$ cat src/rtl/timer16_cc_pkg.sv
// Constants, register map and mode decoding for the 16-bit timer capture/compare block.
// Assumes an AXI4-Lite master with 32-bit data; every register uses the low byte only.
package timer16_cc_pkg;

	// ----------------------------------------------------------------
	// Register map (byte addresses)
	// ----------------------------------------------------------------
	localparam int ADDR_W = 8;
	localparam logic [7:0] OFS_CTRL_B = 8'h00;
	localparam logic [7:0] OFS_COMP_CSR = 8'h04;
	localparam logic [7:0] OFS_FLAGS = 8'h08;
	localparam logic [7:0] OFS_IRQ_EN = 8'h0C;
	localparam logic [7:0] OFS_CAP_LOW = 8'h10;
	localparam logic [7:0] OFS_CAP_HIGH = 8'h14;
	localparam logic [7:0] OFS_CMP_BASE = 8'h18;
	localparam logic [7:0] OFS_CMP_END = 8'h30;
	localparam logic [7:0] CMP_STRIDE = 8'h08;
	localparam logic [7:0] HIGH_STEP = 8'h04;
	localparam int CMP_CHANNELS = 3;

	// ----------------------------------------------------------------
	// Field positions and reset values
	// ----------------------------------------------------------------
	localparam int BIT_FILTER_EN = 7;
	localparam int BIT_EDGE_SEL = 6;
	localparam int MODE_LSB = 0;
	localparam int MODE_MSB = 3;
	localparam int BIT_CMP_SEL = 2;
	localparam int BIT_CAP = 0;
	localparam int CMP_FLAG_LSB = 1;
	localparam int HIGH_ADDR_BIT = 2;
	localparam logic [7:0] CTRL_B_MASK = 8'hCF;
	localparam logic [7:0] CTRL_B_RESET = 8'h00;
	localparam logic [1:0] RESP_OKAY = 2'h0;
	localparam logic [1:0] RESP_SLVERR = 2'h2;
	localparam int FILTER_SAMPLES = 4;

	// ----------------------------------------------------------------
	// Waveform modes and fixed top values
	// ----------------------------------------------------------------
	localparam logic [3:0] MODE_NORMAL = 4'h0;
	localparam logic [3:0] MODE_CTC_CMPA = 4'h4;
	localparam logic [3:0] MODE_CTC_CAP = 4'hC;
	localparam logic [3:0] MODE_RESERVED = 4'hD;
	localparam logic [3:0] MODE_PFC_CAP = 4'h8;
	localparam logic [3:0] MODE_PFC_CMPA = 4'h9;
	localparam logic [3:0] MODE_PC_CAP = 4'hA;
	localparam logic [3:0] MODE_PC_CMPA = 4'hB;
	localparam logic [3:0] MODE_FAST_CAP = 4'hE;
	localparam logic [3:0] MODE_FAST_CMPA = 4'hF;
	localparam logic [15:0] TOP_8BIT = 16'h00FF;
	localparam logic [15:0] TOP_9BIT = 16'h01FF;
	localparam logic [15:0] TOP_10BIT = 16'h03FF;
	localparam logic [15:0] TOP_MAX = 16'hFFFF;

	// Modes that take the counter top from the capture register.
	function automatic logic uses_cap_top(input logic [3:0] m);
		return m inside {MODE_PFC_CAP, MODE_PC_CAP, MODE_CTC_CAP, MODE_FAST_CAP};
	endfunction

	// Modes that take the counter top from compare channel A.
	function automatic logic uses_cmpa_top(input logic [3:0] m);
		return m inside {MODE_CTC_CMPA, MODE_PFC_CMPA, MODE_PC_CMPA, MODE_FAST_CMPA};
	endfunction

	// Every mode other than normal, the two clear-on-match modes and the reserved one is PWM.
	function automatic logic is_pwm(input logic [3:0] m);
		return !(m inside {MODE_NORMAL, MODE_CTC_CMPA, MODE_CTC_CAP, MODE_RESERVED});
	endfunction

endpackage

$ cat src/rtl/capture_noise_filter.sv
// Four-sample majority-free noise filter in front of the capture edge detector.
// Assumes its input is already synchronised to aclk.
`timescale 1ns/10ps
module capture_noise_filter import timer16_cc_pkg::*; #(
	parameter int SAMPLES = FILTER_SAMPLES
) (
	input wire logic aclk,
	input wire logic aresetn,
	input wire logic enable,
	input wire logic sample_in,
	output logic filtered_out
);

	// ----------------------------------------------------------------
	// Sample history
	// ----------------------------------------------------------------
	logic [SAMPLES-1:0] samples;
	logic agree;

	assign agree = (&samples) || !(|samples);

	// The filter samples on every system clock, never on the prescaled tick.
	always_ff @(posedge aclk) begin
		if (!aresetn) begin
			samples <= '0;
		end else begin
			samples <= {samples[SAMPLES-2:0], sample_in};
		end
	end

	// Bypassed, the output follows in one cycle; filtered, the oldest sample adds four more.
	always_ff @(posedge aclk) begin
		if (!aresetn) begin
			filtered_out <= 1'b0;
		end else if (!enable) begin
			filtered_out <= sample_in;
		end else if (agree) begin
			filtered_out <= samples[SAMPLES-1]; // [RULE9] [RULE10]
		end
	end
endmodule // capture_noise_filter

$ cat src/rtl/timer16_capture_compare.sv
// Input capture and output compare part of a 16-bit timer, with an AXI4-Lite register slave.
// Assumes the counter, prescaler and waveform generator sit outside and share aclk.
//
// Summary of operation
// [RULE1] A capture starts on a trigger edge of the selected polarity.
// [RULE2] A capture copies the counter into the capture register and sets the flag together.
// [RULE3] Capture flag requests interrupt when enabled; clears on interrupt or written one.
// [RULE4] Only the first timer may use the comparator output as trigger.
// [RULE5] A select bit in the comparator register picks comparator instead of pin.
// [RULE6] Software clears the capture flag after changing trigger source.
// [RULE7] Reading capture low byte loads its high byte into the shared latch.
// [RULE8] Capture register is writable only in capture-top modes, high byte first.
// [RULE9] The filter output changes only after four equal samples.
// [RULE10] An enabled filter adds exactly four clock cycles of latency.
// [RULE11] Filter enabled by a control B bit, sampled on the system clock.
// [RULE12] Filter and edge detector are inactive in capture-top modes.
// [RULE13] A new capture overwrites an unread capture value.
// [RULE14] Driving the capture pin from the port also makes a capture.
// [RULE15] Counter equal to a compare value sets its flag at the next timer tick.
// [RULE16] Compare flag requests interrupt when enabled; clears on interrupt or written one.
// [RULE17] Compare channel A can set the counter top value.
// [RULE18] Compare values are double-buffered in PWM modes, direct in other modes.
// [RULE19] Accesses go to the buffer when buffered, else to the active value.
// [RULE20] Compare values change only by writes and read without the latch.
// [RULE21] High byte goes to the latch; low write loads both bytes at once.
// [RULE22] One high-byte latch is shared by all registers of the timer.
// [RULE23] Edge select one picks rising edges, zero picks falling edges.
//
// The register addresses and the AXI4-Lite register port were decided locally.
`timescale 1ns/10ps
module timer16_capture_compare import timer16_cc_pkg::*; #(
	parameter bit FIRST_TIMER = 1'b1
) (
	input wire logic aclk,
	input wire logic aresetn,
	input wire logic [ADDR_W-1:0] awaddr,
	input wire logic awvalid,
	output logic awready,
	input wire logic [31:0] wdata,
	input wire logic [3:0] wstrb,
	input wire logic wvalid,
	output logic wready,
	output logic [1:0] bresp,
	output logic bvalid,
	input wire logic bready,
	input wire logic [ADDR_W-1:0] araddr,
	input wire logic arvalid,
	output logic arready,
	output logic [31:0] rdata,
	output logic [1:0] rresp,
	output logic rvalid,
	input wire logic rready,
	input wire logic [15:0] counter_value,
	input wire logic timer_tick,
	input wire logic count_top,
	input wire logic count_bottom,
	input wire logic capture_pin,
	input wire logic comparator_output,
	input wire logic capture_irq_ack,
	input wire logic [CMP_CHANNELS-1:0] compare_irq_ack,
	output logic [3:0] waveform_mode_select,
	output logic [15:0] counter_top,
	output logic [CMP_CHANNELS-1:0] compare_match,
	output logic capture_irq_req,
	output logic [CMP_CHANNELS-1:0] compare_irq_req
);

	// ----------------------------------------------------------------
	// Address helpers
	// ----------------------------------------------------------------
	function automatic logic cmp_addr(input logic [7:0] a, input int i, input logic hi);
		return a == OFS_CMP_BASE + 8'(i * CMP_STRIDE) + (hi ? HIGH_STEP : 8'h00);
	endfunction

	function automatic logic is_mapped(input logic [7:0] a);
		return (a < OFS_CMP_END) && (a[1:0] == 2'h0);
	endfunction

	function automatic logic is_high(input logic [7:0] a);
		return a == OFS_CAP_HIGH ||
			(a >= OFS_CMP_BASE && a < OFS_CMP_END && a[HIGH_ADDR_BIT]);
	endfunction

	// ----------------------------------------------------------------
	// State
	// ----------------------------------------------------------------
	logic [7:0] ctrl_b;
	logic comparator_capture_select;
	logic [15:0] capture_register;
	logic [7:0] temp_byte;
	logic [15:0] cmp_active [CMP_CHANNELS];
	logic [15:0] cmp_buffer [CMP_CHANNELS];
	logic capture_flag;
	logic capture_irq_enable;
	logic [CMP_CHANNELS-1:0] compare_flag;
	logic [CMP_CHANNELS-1:0] compare_irq_enable;
	logic pin_s1, pin_s2, comp_s1, comp_s2;
	logic filt, filt_prev;
	logic [3:0] mode;
	logic pwm, reload, trigger, edge_hit, capture_evt, capture_clr;
	logic wr_go, rd_go, wr_en;
	logic [7:0] wr_byte;
	logic [7:0] read_byte;
	logic read_ok;
	logic [CMP_CHANNELS-1:0] cmp_wr, match, compare_clr;

	assign mode = ctrl_b[MODE_MSB:MODE_LSB];
	assign waveform_mode_select = mode;
	assign pwm = is_pwm(mode);
	assign wr_byte = wdata[7:0];
	assign wr_en = awready && wstrb[0];

	// ----------------------------------------------------------------
	// AXI4-Lite write channel
	// ----------------------------------------------------------------
	// Address and data are taken together, one cycle after both are offered.
	assign wr_go = awvalid && wvalid && !awready && !bvalid;

	always_ff @(posedge aclk) begin
		if (!aresetn) begin
			awready <= 1'b0;
			wready <= 1'b0;
			bvalid <= 1'b0;
			bresp <= RESP_OKAY;
		end else begin
			awready <= wr_go;
			wready <= wr_go;
			if (awready) begin
				bvalid <= 1'b1;
				bresp <= is_mapped(awaddr) ? RESP_OKAY : RESP_SLVERR;
			end else if (bready) begin
				bvalid <= 1'b0;
			end
		end
	end

	// ----------------------------------------------------------------
	// AXI4-Lite read channel
	// ----------------------------------------------------------------
	assign rd_go = arvalid && !arready && !rvalid;

	always_ff @(posedge aclk) begin
		if (!aresetn) begin
			arready <= 1'b0;
			rvalid <= 1'b0;
			rdata <= 32'h0000_0000;
			rresp <= RESP_OKAY;
		end else begin
			arready <= rd_go;
			if (arready) begin
				rvalid <= 1'b1;
				rdata <= {24'h00_0000, read_byte};
				rresp <= read_ok ? RESP_OKAY : RESP_SLVERR;
			end else if (rready) begin
				rvalid <= 1'b0;
			end
		end
	end

	// Read data; compare values bypass the shared latch, the capture high byte does not.
	always_comb begin
		read_byte = 8'h00;
		read_ok = is_mapped(araddr);
		case (araddr)
			OFS_CTRL_B: read_byte = ctrl_b;
			OFS_COMP_CSR: read_byte[BIT_CMP_SEL] = comparator_capture_select;
			OFS_FLAGS: begin
				read_byte[BIT_CAP] = capture_flag;
				read_byte[CMP_FLAG_LSB +: CMP_CHANNELS] = compare_flag;
			end
			OFS_IRQ_EN: begin
				read_byte[BIT_CAP] = capture_irq_enable;
				read_byte[CMP_FLAG_LSB +: CMP_CHANNELS] = compare_irq_enable;
			end
			OFS_CAP_LOW: read_byte = capture_register[7:0];
			OFS_CAP_HIGH: read_byte = temp_byte; // [RULE7]
			default: begin
				for (int i = 0; i < CMP_CHANNELS; i++) begin
					if (cmp_addr(araddr, i, 1'b0)) begin
						read_byte = pwm ? cmp_buffer[i][7:0] : cmp_active[i][7:0]; // [RULE19]
					end
					if (cmp_addr(araddr, i, 1'b1)) begin
						read_byte = pwm ? cmp_buffer[i][15:8] : cmp_active[i][15:8]; // [RULE20]
					end
				end
			end
		endcase
	end

	// ----------------------------------------------------------------
	// Control registers
	// ----------------------------------------------------------------
	// The comparator select only exists on the first timer; elsewhere it stays zero.
	always_ff @(posedge aclk) begin
		if (!aresetn) begin
			ctrl_b <= CTRL_B_RESET;
			comparator_capture_select <= 1'b0;
			capture_irq_enable <= 1'b0;
			compare_irq_enable <= '0;
		end else if (wr_en) begin
			if (awaddr == OFS_CTRL_B) begin
				ctrl_b <= wr_byte & CTRL_B_MASK; // [RULE11]
			end
			if (awaddr == OFS_COMP_CSR) begin
				comparator_capture_select <= FIRST_TIMER && wr_byte[BIT_CMP_SEL]; // [RULE4]
			end
			if (awaddr == OFS_IRQ_EN) begin
				capture_irq_enable <= wr_byte[BIT_CAP];
				compare_irq_enable <= wr_byte[CMP_FLAG_LSB +: CMP_CHANNELS];
			end
		end
	end

	// ----------------------------------------------------------------
	// Shared high-byte latch
	// ----------------------------------------------------------------
	// A high-byte write wins over a simultaneous capture low-byte read.
	always_ff @(posedge aclk) begin
		if (!aresetn) begin
			temp_byte <= 8'h00;
		end else if (wr_en && is_high(awaddr)) begin
			temp_byte <= wr_byte; // [RULE22] [RULE21]
		end else if (arready && araddr == OFS_CAP_LOW) begin
			temp_byte <= capture_register[15:8]; // [RULE7]
		end
	end

	// ----------------------------------------------------------------
	// Capture trigger path
	// ----------------------------------------------------------------
	// Two flops per asynchronous source; a port-driven pin level enters the same way.
	always_ff @(posedge aclk) begin
		if (!aresetn) begin
			pin_s1 <= 1'b0;
			pin_s2 <= 1'b0;
			comp_s1 <= 1'b0;
			comp_s2 <= 1'b0;
		end else begin
			pin_s1 <= capture_pin; // [RULE14]
			pin_s2 <= pin_s1;
			comp_s1 <= comparator_output;
			comp_s2 <= comp_s1;
		end
	end

	// Switching source can itself look like an edge; software clears the flag afterwards.
	assign trigger = comparator_capture_select ? comp_s2 : pin_s2; // [RULE5] [RULE6]

	capture_noise_filter #(
		.SAMPLES(FILTER_SAMPLES)
	) u_filter (
		.aclk(aclk),
		.aresetn(aresetn),
		.enable(ctrl_b[BIT_FILTER_EN]),
		.sample_in(trigger),
		.filtered_out(filt)
	);

	always_ff @(posedge aclk) begin
		if (!aresetn) begin
			filt_prev <= 1'b0;
		end else begin
			filt_prev <= filt;
		end
	end

	// Edge detector; in capture-top modes the capture register is the top and must not move.
	assign edge_hit = (filt != filt_prev) && (filt == ctrl_b[BIT_EDGE_SEL]); // [RULE1] [RULE23]
	assign capture_evt = edge_hit && !uses_cap_top(mode); // [RULE12]

	// Capture stamp; an unread value is simply overwritten.
	always_ff @(posedge aclk) begin
		if (!aresetn) begin
			capture_register <= 16'h0000;
		end else if (capture_evt) begin
			capture_register <= counter_value; // [RULE2] [RULE13]
		end else if (wr_en && awaddr == OFS_CAP_LOW && uses_cap_top(mode)) begin
			capture_register <= {temp_byte, wr_byte}; // [RULE8]
		end
	end

	// ----------------------------------------------------------------
	// Flags and interrupt requests
	// ----------------------------------------------------------------
	assign capture_clr = (wr_en && awaddr == OFS_FLAGS && wr_byte[BIT_CAP]) || capture_irq_ack;
	assign compare_clr = ({CMP_CHANNELS{wr_en && awaddr == OFS_FLAGS}}
		& wr_byte[CMP_FLAG_LSB +: CMP_CHANNELS]) | compare_irq_ack;

	// A set in the same cycle as a clear wins, so no event is lost.
	always_ff @(posedge aclk) begin
		if (!aresetn) begin
			capture_flag <= 1'b0;
			compare_flag <= '0;
		end else begin
			capture_flag <= capture_evt || (capture_flag && !capture_clr); // [RULE2] [RULE3]
			compare_flag <= ({CMP_CHANNELS{timer_tick}} & match)
				| (compare_flag & ~compare_clr); // [RULE15] [RULE16]
		end
	end

	// Requests trail the flags by one cycle so that every output comes from a flop.
	always_ff @(posedge aclk) begin
		if (!aresetn) begin
			capture_irq_req <= 1'b0;
			compare_irq_req <= '0;
		end else begin
			capture_irq_req <= capture_flag && capture_irq_enable; // [RULE3]
			compare_irq_req <= compare_flag & compare_irq_enable; // [RULE16]
		end
	end

	// ----------------------------------------------------------------
	// Compare channels
	// ----------------------------------------------------------------
	// Fast and phase correct modes reload at top, phase-and-frequency correct at bottom.
	assign reload = (mode == MODE_PFC_CAP || mode == MODE_PFC_CMPA) ? count_bottom : count_top;

	always_comb begin
		for (int i = 0; i < CMP_CHANNELS; i++) begin
			cmp_wr[i] = wr_en && cmp_addr(awaddr, i, 1'b0);
			match[i] = counter_value == cmp_active[i];
		end
	end

	// Only bus writes change these values; the counter never writes them back.
	always_ff @(posedge aclk) begin
		if (!aresetn) begin
			for (int i = 0; i < CMP_CHANNELS; i++) begin
				cmp_active[i] <= 16'h0000;
				cmp_buffer[i] <= 16'h0000;
			end
		end else begin
			for (int i = 0; i < CMP_CHANNELS; i++) begin
				if (cmp_wr[i]) begin
					cmp_buffer[i] <= {temp_byte, wr_byte}; // [RULE21] [RULE20]
				end
				if (cmp_wr[i] && !pwm) begin
					cmp_active[i] <= {temp_byte, wr_byte}; // [RULE19]
				end else if (pwm && reload) begin
					cmp_active[i] <= cmp_buffer[i]; // [RULE18]
				end
			end
		end
	end

	// Match pulses for the waveform generator, one per timer tick.
	always_ff @(posedge aclk) begin
		if (!aresetn) begin
			compare_match <= '0;
		end else begin
			compare_match <= {CMP_CHANNELS{timer_tick}} & match; // [RULE15]
		end
	end

	// Top value offered to the counter.
	always_ff @(posedge aclk) begin
		if (!aresetn) begin
			counter_top <= TOP_MAX;
		end else if (uses_cap_top(mode)) begin
			counter_top <= capture_register;
		end else if (uses_cmpa_top(mode)) begin
			counter_top <= cmp_active[0]; // [RULE17]
		end else begin
			case (mode)
				4'h1, 4'h5: counter_top <= TOP_8BIT;
				4'h2, 4'h6: counter_top <= TOP_9BIT;
				4'h3, 4'h7: counter_top <= TOP_10BIT;
				default: counter_top <= TOP_MAX;
			endcase
		end
	end
endmodule // timer16_capture_compare

$ cat config.mk
export PLATFORM = sky130hd
export DESIGN_NAME = timer16_capture_compare
export DESIGN_NICKNAME = d
export VERILOG_FILES = /design/src/rtl/timer16_cc_pkg.sv /design/src/rtl/capture_noise_filter.sv /design/src/rtl/timer16_capture_compare.sv
export SDC_FILE = /design/constraint.sdc
export NUM_CORES = 1
export LEC_CHECK = 0
export ABC_AREA = 0
export BUFFER_PORTS_ARGS = -buffer_cell sky130_fd_sc_hd__clkbuf_2
export CELL_PAD_IN_SITES_DETAIL_PLACEMENT = 1
export CELL_PAD_IN_SITES_GLOBAL_PLACEMENT = 2
export CORE_MARGIN = 2
export CORE_UTILIZATION = 32
export CTS_CLUSTER_DIAMETER = 100
export DETAILED_ROUTE_END_ITERATION = 12
export GPL_ROUTABILITY_DRIVEN = 0
export PLACE_DENSITY = 0.72
export SETUP_SLACK_MARGIN = 0.02
export SKIP_CTS_REPAIR_TIMING = 1
export SLEW_MARGIN = 20
export SYNTH_ARGS = -nofsm -noshare
export SYNTH_HDL_FRONTEND = slang
export SYNTH_SLANG_ARGS = --single-unit
$ cat constraint.sdc
create_clock -name aclk -period 4 [get_ports aclk]
set_clock_uncertainty 0.15 [all_clocks]
set_input_delay 0.6 -clock aclk [delete_from_list [all_inputs] [get_ports aclk]]
set_output_delay 0.6 -clock aclk [all_outputs]
set_load 0.02 [all_outputs]
==> results.json, run 1 <==
{
  "multi_input_area_um2": 4210,
  "ys.flop_type": "edfxtp_1",
  "rows": 61,
  "cts_buffers": 17,
  "cp-start-kind": "flop",
  "io_pins": 152,
  "regArea_um2": 4600,
  "max_freq_mhz": 348,
  "final-hold-violation-count": 0,
  "dieHeight_um": 173,
  "grt_pass1_wl_um": 49700,
  "p_leak_nw": 4.31,
  "antenna_found_initial": 0,
  "grt_pass1_vias": 7544,
  "synth-warning-count": 0,
  "overflow": 0,
  "seq_power_share_pct": 49.6,
  "grt.total_usage_pct": 22.5,
  "cts.path.max_buffers": 2,
  "cp_max_fo": 10,
  "dp_hpwl_um": 24100,
  "place_inst": 1343,
  "period_needed_ns": 2.87,
  "hold-worst-slack_ns": 0.207,
  "synth-seq-cells": 182,
  "avgSynthCellArea_um2": 10.2,
  "yosys.cell_types.count": 65,
  "maxCapViolCount": 0,
  "drc": 0,
  "crit_family": "compound AO/OA/AOI/OAI gates",
  "cts_tree": "done",
  "slowest_delay_ns": 0.51,
  "drt_iter0_markers": 536,
  "die_x_um": 173,
  "timing.final.crit_share_pct": 71.9,
  "combPwrFrac_pct": 7.2,
  "min_path_type": "in2reg",
  "maxSlewHeadroom_pct": 39.0,
  "met3WireLength_um": 2250,
  "dr.pass1.iters": 5,
  "status": "finished, final reports clean",
  "drt-total-wl_um": 33600,
  "crit_path_end_kind": "flop",
  "synthToLayoutAreaGrowth_pct": 15.9,
  "root_buffer": "clkbuf_16",
  "yosys.area.top_type": "edfxtp_1",
  "synth_area_leaders": "edfxtp_1, dfxtp_1, mux2i_1",
  "synthArstFlopShare_pct": 0,
  "synth_top_area_share_pct": 31.5,
  "met2_length_um": 15300,
  "worstMarginPinSlew_ns": 0.913,
  "wl_met1_um": 14700,
  "syn_area_um2": 9160,
  "ys_seq_area_share_pct": 50.3,
  "p_per_area_nw_per_um2": 388,
  "pwr-share-clk_pct": 43.2,
  "crit_chain": "or2_1 -> a21o_1 -> buf_4 -> mux2_2 -> o21ai_0 -> a22oi_1 -> o221ai_1 -> a21oi_1",
  "synth_common_cells": "nand2_1, edfxtp_1, dfxtp_1",
  "cp.arrival_ns": 3.06,
  "clk_pin_slew_worst_paths_ns": 0.08,
  "stdcell_count": 1375,
  "crit_type": "reg2reg",
  "initial_core_util_pct": 32.7,
  "final_nets": 1068,
  "numPortBuffers": 98,
  "grt_max_degree": 58,
  "num_vias": 7513,
  "avgViaCountPerCell": 5.46,
  "drive_above_1_share_pct": 18.7,
  "numClockSinks": 182,
  "worstSkewPairLatency_ns": 0.45,
  "p_int_w": 0.00309,
  "synth.most_common_cell": "nand2_1",
  "core_um2": 28000,
  "design.die.area_um2": 30000,
  "antenna_left": 0,
  "synth-edff-count": 96,
  "slew_violations": 0,
  "syn_inst": 895,
  "cts.htree.levels": 4,
  "setup_viol": 0,
  "top_layer_used": "met4",
  "switching_power_w": 0.00104,
  "crit_buf_inv": 1,
  "grt_setup_unrepaired": "no",
  "routedWlPerCell_um": 24.5,
  "crit_slowest_cell": "dfxtp_1",
  "ir_worst_vdd_uv": 285,
  "worstPathRequired_ns": 4.18,
  "antennaDiodeCount": 0,
  "switching_share_pct": 25.1,
  "setup_tns_ns": 0,
  "fill_cells": 3177
}
[placed cells by master, fill, tap and decap left out, types with 5 or more instances in the layout]
master       n
clkbuf_16   17
mux2i_1     65
a31oi_1      9
nor4_1      12
and2_1      36
o22ai_1      6
o211a_1     16
edfxtp_1    96
nand2_1    127
nor3_1      17
conb_1      26
dfxtp_1     86
a211oi_1     5
nor2_1      34
o21ai_0     65
inv_1        7
a22o_1       5
nand4_1      9
and3_1      11
nand3_1      9
mux4_2       6
mux2_2       5
clkbuf_2    98
a21oi_1     50
nor2b_1     19
inv_6        5
buf_4       28
xor2_1      48
[worst reg2reg max path, cell delays in order, from the launching register on]
cell and delay, ns:
dfxtp_1 0.51, or2_1 0.20, a21o_1 0.48, buf_4 0.32, mux2_2 0.37, o21ai_0 0.18, a22oi_1 0.10, o221ai_1 0.34
a21oi_1 0.12
[registers in the layout, indices dropped and copies added (netlist names), 3 cells and up]
register	count
temp_byte	8
cmp_buffer	48
u_filter.samples	4
capture_register	16
ctrl_b	6
compare_irq_req	3
counter_top	16
compare_match	3
compare_flag	3
rdata	8
compare_irq_enable	3
cmp_active	48
[cell families after synthesis]
kind of cell              share of synthesized area (%)
AOI/OAI and AO/OA                                  14.2
xor gates and xnor gates                           4.59
buffers and inverters                              5.32
DFF                                                50.3
muxes                                              9.48
other                                            0.0410
and+or+nand+nor                                    16.1
[layer usage]
metal  track usage [%]  vias to the layer above
li1                  -                     3380
met1              29.8                     3739
met2              35.3                      317
met3              4.79                       77
met4              10.5                        0
met5                 0                        -
[worst paths after layout]
path	startpoint	endpoint	slack, ns	depth (start not counted)
max reg2reg	ctrl_b[3]	rdata[2]	1.13	8
max	ctrl_b[3]	rdata[2]	1.13	8
min	arvalid	arready	0.21	3
min reg2reg	rvalid	arready	0.28	1
[power groups by stage]
stage	logic [W]	registers [W]	clock network [W]
after floorplan	0.000166	0.00208	0
after global placement	0.000289	0.00209	0
after detailed placement	0.000291	0.00209	0
after CTS	0.000293	0.00204	0.00181
after global routing	0.000314	0.00205	0.00188
final	0.000295	0.00205	0.00178
[final cells by class]
class	count	share of cell area, %
sequential	182	43.4
clock buffer	19	4.08
inverter	7	0.248
timing repair buffer	126	6.60
clock inverter	13	1.58
multi-input combinational	650	39.6
tap	378	4.46
[stage by stage]
step	worst slack, ns	instance area [µm²]	util (%)	power [W]
finish	1.13	10600	37.9	0.00412
global route	1.04	10600	37.9	0.00425
CTS	1.21	10600	37.9	0.00415
detailed placement	1.16	10000	35.7	0.00238
global placement	1.21	10000	35.7	0.00237
floorplan	0.243	9250	-	0.00224
Note: power is estimated with default switching activity, not from simulation.
==> run 2, diff against run 1 <==
- CORE_UTILIZATION: 32 -> 36
- PLACE_DENSITY: 0.72 -> 0.77
- clock period: 4 -> 2.7 ns (I/O delays scaled with it)
==> results.json, run 2 (synthesis results as in run 1) <==
{
  "status": "finished, final reports clean",
  "seq_power_share_pct": 49.2,
  "crit_chain": "buf_4 -> nand3_1 -> nand2_1 -> and2_2 -> buf_4 -> nand2_1 -> a21oi_1",
  "crit_buf_inv": 2,
  "p_leak_nw": 4.45,
  "antenna_left": 0,
  "die_x_um": 163,
  "worstMarginPinSlew_ns": 0.764,
  "r2r-start": "ctrl_b[3]",
  "drc": 0,
  "synthToLayoutAreaGrowth_pct": 17.7,
  "num_vias": 7475,
  "numPortBuffers": 98,
  "cts_buffers": 17,
  "critPathLaunch": "ctrl_b[3]",
  "placed_cell_area_um2": 10100,
  "rows": 58,
  "switching_power_w": 0.00152,
  "drt-total-wl_um": 33500,
  "timing.final.crit_share_pct": 89.9,
  "cts.path.max_buffers": 2,
  "antenna_found_initial": 0,
  "design.die.area_um2": 26700,
  "stdcell_count": 1345,
  "place_inst": 1313,
  "routedWlPerCell_um": 24.9,
  "design_area_um2": 10800,
  "root_buffer": "clkbuf_16",
  "final_common_cell": "nand2_1",
  "finalPower_w": 0.00616,
  "r2r_setup_slack_ns": 0.27,
  "dieHeight_um": 163,
  "grt_max_degree": 50,
  "final_cell_mix": "nand2_1, clkbuf_2, edfxtp_1",
  "setup_viol": 0,
  "grt_setup_unrepaired": "no",
  "avgViaCountPerCell": 5.56,
  "final_nets": 1086,
  "crit_type": "reg2reg",
  "core_um2": 25100,
  "overflow": 0,
  "pwr-share-clk_pct": 43.3,
  "worstSkewPairLatency_ns": 0.44,
  "slowest_delay_ns": 0.49,
  "final-hold-violation-count": 0,
  "combPwrFrac_pct": 7.4,
  "grt.total_usage_pct": 25.7,
  "crit_slowest_cell": "buf_4",
  "ir_worst_vdd_uv": 324,
  "drt_iter0_markers": 646,
  "io_pins": 152,
  "dp_hpwl_um": 24000,
  "clk_pin_slew_worst_paths_ns": 0.07,
  "regArea_um2": 4600,
  "multi_input_area_um2": 4210,
  "switching_share_pct": 24.7,
  "min_from": "comparator_output",
  "maxSlewHeadroom_pct": 49.1,
  "fill_cells": 2825,
  "maxCapViolCount": 0,
  "slew_violations": 0,
  "cp.arrival_ns": 2.53,
  "reg_top3": "cmp_active x48, cmp_buffer x48",
  "p_per_area_nw_per_um2": 571,
  "cts_tree": "done",
  "p_int_w": 0.00463,
  "drive_above_1_share_pct": 20.2,
  "initial_core_util_pct": 36.5,
  "dr.pass1.iters": 5,
  "max_freq_mhz": 412,
  "crit_path_end_kind": "flop",
  "grt_pass1_vias": 7730,
  "cp-start-kind": "flop",
  "antennaDiodeCount": 0,
  "period_needed_ns": 2.43,
  "crit_family": "buffers and inverters",
  "cts.htree.levels": 4,
  "min_path_type": "in2reg",
  "cp_max_fo": 48,
  "grt_pass1_wl_um": 49400,
  "numClockSinks": 182,
  "worstPathRequired_ns": 2.80
}
run 2: metrics by stage:
step                TNS [ns]  worst slack (ns)  util [%]  hold slack [ns]
finish                     0             0.274      42.9           0.0256
global route               0             0.193      42.9           0.0264
CTS                        0             0.291      42.9          0.00356
detailed placement         0             0.266      40.4            0.272
global placement           0             0.326      40.4            0.267
floorplan             -21.56            -0.379         -            0.262
run 2: power groups by stage:
stage                     Clock, W  Combinational, W  Sequential (W)
final                      0.00267          0.000458         0.00303
after global routing       0.00281          0.000487         0.00304
after CTS                  0.00272          0.000453         0.00303
after detailed placement         0          0.000449         0.00309
after global placement           0          0.000445         0.00309
after floorplan                  0          0.000247         0.00307
run 2: path summary, 6_finish.rpt:
| check | endpoint | cells after the start |
|---|---|---|
| worst max-delay path | cmp_active[0][14] | 7 |
| worst min-delay path | comp_s1 | 2 |
| worst max register to register | cmp_active[0][14] | 7 |
| worst min register to register | pin_s2 | 1 |
run 2: area by class of cell:
class | instances | share of cell area, %
Clock inverter | 11 | 1.22
Clock buffer | 21 | 4.58
Timing Repair Buffer | 144 | 8.34
Inverter | 7 | 0.244
Sequential cell | 182 | 42.7
Multi-Input combinational cell | 650 | 39.0
Tap cell | 330 | 3.83
run 2: metal layers:
layer | vias to the layer above | share of wire (%) | GRT usage (%) | wire length [µm]
met5 | - | 0 | 0 | 0
met4 | 0 | 3.8 | 11.0 | 1280
met3 | 62 | 5.7 | 4.47 | 1900
met2 | 277 | 46 | 41.8 | 15400
met1 | 3727 | 44 | 33.7 | 14900
li1 | 3409 | - | - | -
run 2: worst register-to-register path: cells and delay by family (launching register included):
family          cells  cell delay (ns)
simple gates        4             0.60
compound gates      1             0.27
flops               1             0.48
buf+inv             2             0.73
==> run 3, diff against run 2 <==
- CORE_UTILIZATION: 36 -> 32
- PLACE_DENSITY: 0.77 -> 0.72
- clock period: 2.7 -> 2.2 ns (I/O delays scaled with it)
==> results.json, run 3 (synthesis results as in run 1) <==
{
  "status": "finished, violations left",
  "violations": "setup timing",
  "clk_pin_slew_worst_paths_ns": 0.08,
  "root_buffer": "clkbuf_16",
  "grt.total_usage_pct": 22.8,
  "io_pins": 152,
  "synthToLayoutAreaGrowth_pct": 28.8,
  "timing.final.ws_setup_ns": -0.0377,
  "core_um2": 28000,
  "crit_family": "buffers and inverters",
  "ir_worst_vdd_uv": 542,
  "overflow": 0,
  "maxCapViolCount": 0,
  "crit_chain": "or2_4 -> a21o_1 -> buf_12 -> buf_12 -> buf_8 -> o311ai_4 -> buf_12 -> clkbuf_16",
  "grt_pass1_vias": 7810,
  "switching_power_w": 0.00205,
  "fin_util_pct": 42.1,
  "avgViaCountPerCell": 5.32,
  "numPortBuffers": 98,
  "rows": 61,
  "switching_share_pct": 27.5,
  "reg_top3": "cmp_active x48, cmp_buffer x48",
  "p_leak_nw": 4.88,
  "pwr-share-clk_pct": 41.4,
  "dp_hpwl_um": 25700,
  "initial_core_util_pct": 32.7,
  "period_needed_ns": 2.24,
  "whs_path_depth": 3,
  "multi_input_area_um2": 4390,
  "crit_type": "reg2reg",
  "grt_max_degree": 49,
  "worstMarginPinSlew_ns": 0.651,
  "worstSkewPairLatency_ns": 0.44,
  "design.die.area_um2": 30000,
  "drt-total-wl_um": 35800,
  "num_vias": 7785,
  "cts.htree.levels": 4,
  "antennaDiodeCount": 0,
  "final_nets": 1157,
  "drive_above_1_share_pct": 27.7,
  "antenna_found_initial": 0,
  "die_x_um": 173,
  "slew_violations": 0,
  "cts_buffers": 17,
  "regArea_um2": 4610,
  "numClockSinks": 182,
  "maxSlewHeadroom_pct": 56.6,
  "dr.pass1.iters": 7,
  "setup_tns_ns": -0.352,
  "reg2reg_depth": 8,
  "drt_iter0_markers": 641,
  "setup_viol": 18,
  "p_per_area_nw_per_um2": 632,
  "cp.arrival_ns": 2.24,
  "cts.path.max_buffers": 2,
  "min_path_type": "in2reg",
  "drc": 0,
  "cp-start-kind": "flop",
  "crit_buf_inv": 5,
  "stdcell_count": 1464,
  "p_int_w": 0.00540,
  "place_inst": 1416,
  "final-hold-violation-count": 0,
  "combPwrFrac_pct": 8.8,
  "seq_power_share_pct": 49.8,
  "path_common_cell": "buf_12",
  "max_freq_mhz": 447,
  "final_common_cell": "nand2_1",
  "crit_path_end_kind": "flop",
  "worstPathRequired_ns": 2.21,
  "routedWlPerCell_um": 24.5,
  "final_cell_mix": "nand2_1, clkbuf_2, edfxtp_1",
  "cp_max_fo": 8,
  "antenna_left": 0,
  "fill_cells": 3164,
  "timing.final.crit_share_pct": 102,
  "crit_slowest_cell": "dfxtp_4",
  "cts_tree": "done",
  "dieHeight_um": 173,
  "cp.depth": 8,
  "dp_slack_ns": -0.137,
  "grt_setup_unrepaired": "yes",
  "grt_pass1_wl_um": 50700,
  "slowest_delay_ns": 0.36
}
run 3: changes by cell type in the layout (fill, tap and decap cells not counted), sizes merged:
cell,change
bufinv,-2
clkinvlp,+3
clkinv,+1
dlygate4sd3,+5
clkbuf,-1
buf,+63
inv,+2
run 3: worst reg2reg max path: cells and delay by family (launching register included):
family          cells  cell delay, ns
compound gates      2            0.44
simple gates        1            0.23
buf+inv             5            0.77
flops               1            0.36
run 3: final cells by class:
type                    instances  area share, %
flip-flops and latches        182           39.1
multi-input cells             650           37.2
repair buffers                215           14.5
well taps                     378           4.01
clock buffers                  17           3.61
clock inverters                15           1.36
inverters                       7          0.223
run 3: worst paths after layout:
kind	from	endpoint	slack [ns]
max	ctrl_b[3]	cmp_active[1][1]	-0.04
min reg2reg	comp_s1	comp_s2	0.29
min	bready	bvalid	0.04
max reg2reg	ctrl_b[3]	cmp_active[1][1]	-0.04
run 3: metrics by stage:
| stage | area, µm² | hold WS [ns] | total power [W] |
|---|---|---|---|
| 3_3_place_gp | 10800 | 0.278 | 0.00440 |
| 3_5_place_dp | 10800 | 0.282 | 0.00440 |
| 5_1_grt | 11800 | 0.0452 | 0.00767 |
| 2_1_floorplan | 9330 | 0.262 | 0.00408 |
| 6_report | 11800 | 0.0430 | 0.00745 |
| 4_1_cts | 11400 | -0.0716 | 0.00747 |
run 3: power groups by stage:
stage	clock network [W]	registers [W]	logic (W)
floorplan	0	0.00377	0.000310
global placement	0	0.00378	0.000616
detailed placement	0	0.00379	0.000617
CTS	0.00314	0.00371	0.000623
global route	0.00326	0.00372	0.000688
finish	0.00308	0.00371	0.000654
run 3: metal layers:
metal,routed length [µm],GRT usage (%),share of wire [%],vias up
met5,0,0,0,-
met4,1260,8.72,3.5,0
met3,2200,4.05,6.2,53
met2,16600,36.3,46,297
met1,15700,31.0,44,3887
li1,-,-,-,3548
